[src/hw/sbc_event_defines.svh]
// Register offsets, field positions, reset values and timing counts.
// Function
// - Set primary undervoltage flag, supply bit 0, below 90 % while active.
// - Never capture primary undervoltage in Sleep mode.
// - Primary undervoltage capture ignores the reset threshold selection.
// - Set supply bit 2 on secondary or external overvoltage.
// - Set supply bit 1 on secondary or external undervoltage; 7:3 reserved.
// - Set transceiver bit 5 on selective frame detection error.
// - Set bus silence flag, transceiver bit 4, after silence timeout.
// - Detect silence only when enabled and bus was active before.
// - Set bus failure bit 1 on supply loss in mode 01 or clamp, except in Sleep mode.
// - Set bus wake-up bit 0 on bus wake while transceiver offline.
// - Set wake bit 1 on rising wake pin edge.
// - Set wake bit 0 on falling wake pin edge; 7:2 reserved.
// - System enable register: bit 2 overtemp, bit 1 serial failure.
// - Writing 1 clears a status flag; writing 0 leaves it.
// - Global status shows pending per group: wake, transceiver, supply, system.
// - Sleep command with any pending event goes to Reset mode instead.
`ifndef SBC_EVENT_DEFINES_SVH
`define SBC_EVENT_DEFINES_SVH

// ****************************************************************
// Register map
// ****************************************************************
`define ADDR_SYS_CAP_EN      7'h04
`define ADDR_GLOBAL_STAT     7'h60
`define ADDR_SUPPLY_STAT     7'h62
`define ADDR_TRX_STAT        7'h63
`define ADDR_WAKE_STAT       7'h64

// ****************************************************************
// Field positions and masks
// ****************************************************************
`define SUP_V1_UNDER         0
`define SUP_SEC_UNDER        1
`define SUP_SEC_OVER         2
`define TRX_WAKE             0
`define TRX_FAIL             1
`define TRX_SILENCE          4
`define TRX_FRAME_ERR        5
`define WAKE_FALL            0
`define WAKE_RISE            1
`define SYS_SERIAL_FAIL_EN   1
`define SYS_OVERTEMP_EN      2
`define GRP_SYSTEM           0
`define GRP_SUPPLY           1
`define GRP_TRX              2
`define GRP_WAKE             3
`define MASK_SUPPLY          8'h07
`define MASK_TRX             8'h33
`define MASK_WAKE            8'h03
`define MASK_SYS_CAP_EN      8'h06
`define MASK_GLOBAL          8'h0F
`define TRX_MODE_SUPPLY_OFF  2'h1

// ****************************************************************
// Reset values and timing
// ****************************************************************
`define RST_STATUS           8'h00
`define RST_SYS_CAP_EN       8'h06
`define CLK_PERIOD_NS        4
`define SILENCE_TIME_US      1000
`define SILENCE_CYCLES       ((`SILENCE_TIME_US * 1000) / `CLK_PERIOD_NS)

`endif

[src/hw/sbc_event_pkg.sv]
// Types shared by the event status capture logic.
package sbc_event_pkg;
    typedef logic [7:0] reg_byte_t;
    typedef logic [6:0] reg_addr_t;
    typedef logic [1:0] trx_mode_t;
    typedef enum logic [1:0] {
        DEC_SLEEP = 2'b01,
        DEC_RESET = 2'b10
    } sleep_decision_t;
endpackage : sbc_event_pkg

[src/hw/bus_silence_timer.sv]
// Bus silence timeout detector.
`timescale 1ns/100ps
module bus_silence_timer #(
    parameter int unsigned LIMIT = 250000
) (
    input  wire logic clk,
    input  wire logic rstN,
    input  wire logic enable,
    input  wire logic busActivity,
    output logic      silenceEvt
);
    logic [31:0] cnt_ff;
    logic        armed_ff;
    logic        evt_ff;
    wire         atLimit = (cnt_ff == 32'(LIMIT - 1));
    wire         fire    = armed_ff && enable && !busActivity && atLimit;

    // A silent bus is only reported after it has been seen active.
    always_ff @(posedge clk or negedge rstN) begin
        if (!rstN) begin
            cnt_ff   <= 32'h0;
            armed_ff <= 1'b0;
            evt_ff   <= 1'b0;
        end else begin
            if (!enable || busActivity)
                cnt_ff <= 32'h0;
            else if (armed_ff && !atLimit)
                cnt_ff <= cnt_ff + 32'h1;
            if (!enable || fire)
                armed_ff <= 1'b0;
            else if (busActivity)
                armed_ff <= 1'b1;
            evt_ff <= fire;
        end
    end

    assign silenceEvt = evt_ff;
endmodule : bus_silence_timer

[src/hw/sbc_event_status_capture.sv]
// Event status flags, system capture enables and sleep admission.
`timescale 1ns/100ps
`include "sbc_event_defines.svh"
module sbc_event_status_capture
    import sbc_event_pkg::*;
#(
    parameter int unsigned SILENCE_CYCLES = `SILENCE_CYCLES
) (
    input  wire logic      clk,
    input  wire logic      nrst,
    input  wire logic      regWrEn,
    input  wire logic      regRdEn,
    input  wire reg_addr_t regAddr,
    input  wire reg_byte_t regWrData,
    output reg_byte_t      regRdData,
    input  wire logic      sleepMode,
    input  wire logic      primaryUnder,
    input  wire logic      secondaryOver,
    input  wire logic      secondaryUnder,
    input  wire logic [2:0] supplyCaptureEn,
    input  wire logic      frameError,
    input  wire logic      busActivity,
    input  wire trx_mode_t transceiverMode,
    input  wire logic      trxSupplyLoss,
    input  wire logic      txdClamped,
    input  wire logic      busWake,
    input  wire logic      trxOffline,
    input  wire logic      busSilenceDetectEnable,
    input  wire logic      busFailEnable,
    input  wire logic      busWakeEnable,
    input  wire logic      wakePin,
    input  wire logic [1:0] wakeCaptureEn,
    input  wire logic      systemEventPending,
    input  wire logic      sleepCmd,
    output logic           overtempWarningEnable,
    output logic           serialFailureEnable,
    output logic [3:0]     groupPending,
    output logic           enterSleep,
    output logic           enterReset
);
    // ****************************************************************
    // Reset release
    // ****************************************************************
    logic [1:0] rstSync_ff;
    wire        rstN = rstSync_ff[1];

    always_ff @(posedge clk or negedge nrst) begin
        if (!nrst)
            rstSync_ff <= 2'b00;
        else
            rstSync_ff <= {rstSync_ff[0], 1'b1};
    end

    // ****************************************************************
    // Event detection
    // ****************************************************************
    reg_byte_t  supply_ff, trx_ff, wake_ff, sysEn_ff, rdData_ff;
    logic [3:0] group_ff;
    logic       wakePrev_ff, sleep_ff, reset_ff;
    logic       silenceEvt;

    bus_silence_timer #(.LIMIT(SILENCE_CYCLES)) silenceTimer (
        .clk        (clk),
        .rstN       (rstN),
        .enable     (busSilenceDetectEnable),
        .busActivity(busActivity),
        .silenceEvt (silenceEvt)
    );

    // The threshold selection bits are deliberately not an input here.
    wire v1Set   = primaryUnder && !sleepMode
                   && supplyCaptureEn[0];
    wire ovSet   = secondaryOver && supplyCaptureEn[2];
    wire uvSet   = secondaryUnder && supplyCaptureEn[1];
    wire failSrc = (transceiverMode == `TRX_MODE_SUPPLY_OFF
                   && trxSupplyLoss) || txdClamped;
    wire failSet = failSrc && !sleepMode && busFailEnable;
    wire cwSet   = busWake && trxOffline && busWakeEnable;
    wire riseSet = wakePin && !wakePrev_ff && wakeCaptureEn[1];
    wire fallSet = !wakePin && wakePrev_ff && wakeCaptureEn[0];

    wire reg_byte_t supplySet = {5'h00, ovSet, uvSet, v1Set};
    wire reg_byte_t trxSet    = {2'h0, frameError, silenceEvt,
                                 2'h0, failSet, cwSet};
    wire reg_byte_t wakeSet   = {6'h00, riseSet, fallSet};

    // ****************************************************************
    // Register access
    // ****************************************************************
    wire wrSup  = regWrEn && regAddr == `ADDR_SUPPLY_STAT;
    wire wrTrx  = regWrEn && regAddr == `ADDR_TRX_STAT;
    wire wrWake = regWrEn && regAddr == `ADDR_WAKE_STAT;
    wire wrSys  = regWrEn && regAddr == `ADDR_SYS_CAP_EN;

    // A set in the same cycle as its clear wins, so no event is lost.
    function automatic reg_byte_t w1cNext(input reg_byte_t cur,
                                          input reg_byte_t set,
                                          input logic      wr,
                                          input reg_byte_t data,
                                          input reg_byte_t mask);
        reg_byte_t clr;
        clr = wr ? data : 8'h00;
        return ((cur & ~clr) | set) & mask;
    endfunction : w1cNext

    wire reg_byte_t nxt_supply = w1cNext(supply_ff, supplySet, wrSup,
                                         regWrData, `MASK_SUPPLY);
    wire reg_byte_t nxt_trx    = w1cNext(trx_ff, trxSet, wrTrx,
                                         regWrData, `MASK_TRX);
    wire reg_byte_t nxt_wake   = w1cNext(wake_ff, wakeSet, wrWake,
                                         regWrData, `MASK_WAKE);
    wire reg_byte_t nxt_sysEn  = wrSys ? (regWrData & `MASK_SYS_CAP_EN)
                                       : sysEn_ff;
    wire logic [3:0] nxt_group = {|nxt_wake, |nxt_trx, |nxt_supply,
                                  systemEventPending};
    wire reg_byte_t rdMux =
        (regAddr == `ADDR_SUPPLY_STAT) ? supply_ff :
        (regAddr == `ADDR_TRX_STAT)    ? trx_ff :
        (regAddr == `ADDR_WAKE_STAT)   ? wake_ff :
        (regAddr == `ADDR_SYS_CAP_EN)  ? sysEn_ff :
        (regAddr == `ADDR_GLOBAL_STAT) ? {4'h0, group_ff} : 8'h00;

    // Pending uses live flags so a same-cycle event still blocks Sleep.
    wire             anyPending   = (|group_ff) || systemEventPending
                                    || (|supplySet) || (|trxSet)
                                    || (|wakeSet);
    sleep_decision_t decision;
    assign decision = anyPending ? DEC_RESET : DEC_SLEEP;

    // ****************************************************************
    // State
    // ****************************************************************
    always_ff @(posedge clk or negedge rstN) begin
        if (!rstN) begin
            supply_ff   <= `RST_STATUS;
            trx_ff      <= `RST_STATUS;
            wake_ff     <= `RST_STATUS;
            sysEn_ff    <= `RST_SYS_CAP_EN;
            group_ff    <= 4'h0;
            rdData_ff   <= 8'h00;
            wakePrev_ff <= 1'b0;
            sleep_ff    <= 1'b0;
            reset_ff    <= 1'b0;
        end else begin
            supply_ff   <= nxt_supply;
            trx_ff      <= nxt_trx;
            wake_ff     <= nxt_wake;
            sysEn_ff    <= nxt_sysEn;
            group_ff    <= nxt_group;
            wakePrev_ff <= wakePin;
            if (regRdEn)
                rdData_ff <= rdMux;
            case (decision)
                DEC_SLEEP: begin
                    sleep_ff <= sleepCmd;
                    reset_ff <= 1'b0;
                end
                DEC_RESET: begin
                    sleep_ff <= 1'b0;
                    reset_ff <= sleepCmd;
                end
                default: begin
                    sleep_ff <= 1'b0;
                    reset_ff <= sleepCmd;
                end
            endcase
        end
    end

    assign regRdData             = rdData_ff;
    assign overtempWarningEnable = sysEn_ff[`SYS_OVERTEMP_EN];
    assign serialFailureEnable   = sysEn_ff[`SYS_SERIAL_FAIL_EN];
    assign groupPending          = group_ff;
    assign enterSleep            = sleep_ff;
    assign enterReset            = reset_ff;
endmodule : sbc_event_status_capture

[config.mk]
export PLATFORM = sky130hd
export DESIGN_NAME = sbc_event_status_capture
export DESIGN_NICKNAME = d
export VERILOG_FILES = /design/src/hw/sbc_event_pkg.sv /design/src/hw/bus_silence_timer.sv /design/src/hw/sbc_event_status_capture.sv
export VERILOG_INCLUDE_DIRS = /design/src /design/src/hw
export SDC_FILE = /design/constraint.sdc
export NUM_CORES = 1
export LEC_CHECK = 0
export BUFFER_PORTS_ARGS = -buffer_cell sky130_fd_sc_hd__buf_2
export CAP_MARGIN = 25
export CORE_UTILIZATION = 30
export CTS_BUF_LIST = sky130_fd_sc_hd__clkbuf_4
export CTS_CLUSTER_DIAMETER = 60
export DETAILED_ROUTE_END_ITERATION = 16
export PLACE_DENSITY = 0.51
export SLEW_MARGIN = 10
export SYNTH_ARGS = -nofsm -noshare
export SYNTH_HDL_FRONTEND = slang
export SYNTH_SLANG_ARGS = --single-unit
[constraint.sdc]
create_clock -name clk -period 2.3 [get_ports clk]
set_input_delay 0.345 -clock clk [delete_from_list [all_inputs] [get_ports clk]]
set_output_delay 0.345 -clock clk [all_outputs]
set_load 0.03 [all_outputs]
==> impl_metrics.csv <==
group,metric,value,unit
run_status,status,"completed",
cells_and_area,postLayoutCoreUtil,0.369,
cells_and_area,fillers,1117,
cts,cts_made_buffers,9,
critical_path,r2r_slack,0.30,ns
critical_path,end_kind,"register",
cells_and_area,fin_nets,444,
floorplanning,start_util,0.314,
power_and_ir_drop,power_frac_seq,0.548,
timing,hold_viol_final,0,
cells_and_area,layout.cells.non_filler,542,
critical_path,r2r_end,"silenceTimer.silenceEvt",
synth,ys_seq_elements,60,
timing,tns,0,ns
drt,num_vias,2941,
drt,antenna_left,0,
cts,clk_path_buf_depth,2,
critical_path,critPathRequiredTime,2.58,ns
floorplanning,die_h,107,um
place,dp.cells,525,
place,placed_area,3720,um2
power_and_ir_drop,comb_power_share,0.086,
floorplanning,die_w,107,um
timing,clock_skew,0.0218,ns
floorplanning,design.portCount,58,
critical_path,critPathSlowestCell,"or4_1",
power_and_ir_drop,internal_power,1.45,mW
grt,overflow,0,
place,port_buffers,52,
synth,seq_area_frac_synth,0.458,
critical_path,cp_max_fo,8,
timing,tightestPinTransition,0.544,ns
critical_path,r2r_cells,4,
drt,drc,0,
place,hpwl,6.26,mm
synth,syn-cell-area,3290,um2
critical_path,critical_path_arrival,2.27,ns
power_and_ir_drop,p_sw_frac,0.268,
critical_path,start_kind,"register",
timing,post-route-period-util,0.869,
power_and_ir_drop,p_leak,1.59,nW
synth,synth_flop_cell,"dfrtp_1",
grt,grt_antenna_before_repair,0,
flow_run,maxCapViolations,0,
timing,maxSlewHeadroom,0.634,
floorplanning,coreArea,10500,um2
cts,cts_max_level,3,
timing,rsz0062_at_grt,"no",
drt,vias_per_cell,5.43,
cells_and_area,antenna_cells,0,
cts,cts_tree,"yes",
critical_path,worstSetupEndpoint,"silenceTimer.silenceEvt",
timing,clock.fmax,501,MHz
floorplanning,row_count,37,
cts,cts.sinks,60,
critical_path,startpoint,"silenceTimer.cnt_ff[19]",
critical_path,crit_type,"reg -> reg",
timing,finalCriticalPeriod,2.00,ns
cts,root_buffer,"clkbuf_4",
cts,post_cts.resized_instances,0,
cts,worstSkewPairLatency,0.42,ns
synth,ys_warn_count,0,
synth,synth_edf_count,0,
grt,grt_max_degree,59,
power_and_ir_drop,pwr-share-clk,0.366,
cells_and_area,drive_above_1_share,0.214,
worst_hold_path,hold_path.class,"in -> reg",
floorplanning,die-area,11400,um2
drt,wl_per_cell,16.1,um
synth,yosysTopAreaCell,"dfrtp_1",
power_and_ir_drop,power_density,512,nW/um2
grt,grt_pass1_vias,2877,
cts,clk_pin_slew,0.11,ns
grt,grt.total_usage,0.164,
drt,drtIter0Drc,216,
drt,wl,8.70,mm
timing,setup_viol_count_final,0,
synth,netlist_instances,341,
synth,synth_cell_types,59,
synth,synth_area_leaders,"dfrtp_1 (44%), nand2_1 (3.8%), mux2i_1 (3.3%)",
synth,avgSynthCellArea,9.64,um2
power_and_ir_drop,ir_drop,263,uV
timing,whs,0.0483,ns
critical_path,slowest_delay,0.54,ns
critical_path,r2r-start,"silenceTimer.cnt_ff[19]",
grt,grt_pass1_wl,14.4,mm
critical_path,crit_chain,"nor4_1 > nand4_1 > or4_1 > nor3_1",
timing,report.final.slew_viol_count,0,
synth,async_flop_share,1.00,
cells_and_area,area_delta_synth_final,17.4,%
power_and_ir_drop,p_sw,529,uW
place,globalplace.congestion,0.833,
synth,yosysTopAreaCellShare,0.442,
cells_and_area,final_area,3860,um2
drt,dr.pass1.iters,4,
## critical path: cells and delay by family, from the launching register on
| kind | cells | cell delay [ns] |
|---|---|---|
| flops | 1 | 0.48 |
| simple gates | 4 | 1.39 |
## timing repair
item / 4_1_cts / 5_1_grt
endpoints found under the hold margin: 2 / 0
endpoints found under the setup margin: 0 / 0
hold buffers: 1 / 0
buffers inserted: 0 / 0
## stage by stage
stage	setup WS [ns]	total power, mW
after floorplan	0.509	1.20
after global placement	0.377	1.27
after detailed placement	0.374	1.27
after CTS	0.336	2.01
after global routing	0.238	2.08
final	0.302	1.98
## layer usage
metal	vias up	wire length [um]	track usage
met1	1433	4130	0.219
met4	0	114	0.0587
li1	1417	-	-
met3	11	433	0.0353
met5	-	0	0
met2	80	4020	0.260
## logic make-up after synthesis
logic type | Yosys count | synth area share
xor gates and xnor gates | 5 | 0.0133
and+or+nand+nor | 167 | 0.303
buffers and inverters | 26 | 0.0373
AOI/OAI and AO/OA | 67 | 0.142
muxes | 13 | 0.0404
other | 2 | 0.00228
DFF | 60 | 0.458
adders and majority gates | 1 | 0.00381
## sequential cells by signal, indices dropped and copies added, names as in the netlist
| register | cells |
|---|---|
| rstSync_ff | 2 |
| groupPending | 4 |
| silenceTimer.cnt_ff | 32 |
| wake_ff | 2 |
| silenceTimer.silenceEvt | 1 |
| regRdData | 6 |
| supply_ff | 3 |
| enterReset | 1 |
| sysEn_ff | 2 |
| trx_ff | 4 |
| enterSleep | 1 |
| wakePrev_ff | 1 |
| silenceTimer.armed_ff | 1 |
## area by class of cell
type | count | area, um2 | area share
repair buffers | 62 | 350 | 0.0908
flip-flops and latches | 60 | 1510 | 0.390
well taps | 136 | 170 | 0.0441
inverters | 12 | 45.0 | 0.0117
clock inverters | 7 | 57.6 | 0.0149
multi-input cells | 256 | 1660 | 0.431
clock buffers | 9 | 67.6 | 0.0175
## how the worst min path moves through the flow
| stage | start | to | slack [ns] | cells after the start |
|---|---|---|---|---|
| after floorplan | nrst | rstSync_ff[0] | 0.05 | 0 |
| after global placement | nrst | rstSync_ff[0] | 0.13 | 1 |
| after detailed placement | nrst | rstSync_ff[0] | 0.13 | 1 |
| after CTS | systemEventPending | groupPending[0] | 0.01 | 1 |
| after global routing | systemEventPending | groupPending[0] | 0.02 | 1 |
| final | systemEventPending | groupPending[0] | 0.05 | 1 |
## cells in the mapped netlist, types with 4 or more instances
| cell | n |
|---|---|
| nand2b_1 | 12 |
| nand2_1 | 33 |
| and4_1 | 10 |
| buf_2 | 4 |
| nor2_1 | 16 |
| inv_1 | 12 |
| nand3_1 | 17 |
| nand4_1 | 15 |
| nor3_1 | 7 |
| and3_1 | 5 |
| mux2i_1 | 11 |
| dfrtp_1 | 58 |
| nor4_1 | 12 |
| nor2b_1 | 4 |
| a21oi_1 | 16 |
| or3_1 | 9 |
| o31ai_1 | 7 |
| o21ai_0 | 8 |
| a31oi_1 | 10 |
| or4_1 | 7 |
| nand3b_1 | 5 |
| xnor2_1 | 5 |
## power by group through the flow
| stage | clock network, mW | logic (mW) | registers (mW) |
|---|---|---|---|
| final | 0.724 | 0.170 | 1.08 |
| after global routing | 0.804 | 0.191 | 1.08 |
| after CTS | 0.758 | 0.173 | 1.08 |
| after detailed placement | 0 | 0.171 | 1.10 |
| after global placement | 0 | 0.169 | 1.10 |
| after floorplan | 0 | 0.0726 | 1.13 |
## placed cells by master (no fill, tap or decap), types with 4 or more instances in the layout
cell / n
buf_2: 52
clkinv_1: 4
nor3_1: 7
inv_1: 12
nor2b_1: 4
or4_1: 7
o21ai_0: 8
nor4_1: 12
mux2i_1: 11
and4_1: 10
a31oi_1: 10
nor2_1: 16
nand3b_1: 5
and3_1: 5
or3_1: 9
nand3_1: 17
nand2_1: 33
buf_4: 8
nand4_1: 15
o31ai_1: 7
a21oi_1: 16
nand2b_1: 12
clkbuf_4: 9
dfrtp_1: 57
xnor2_1: 5
(Power assumes the default switching activity.)
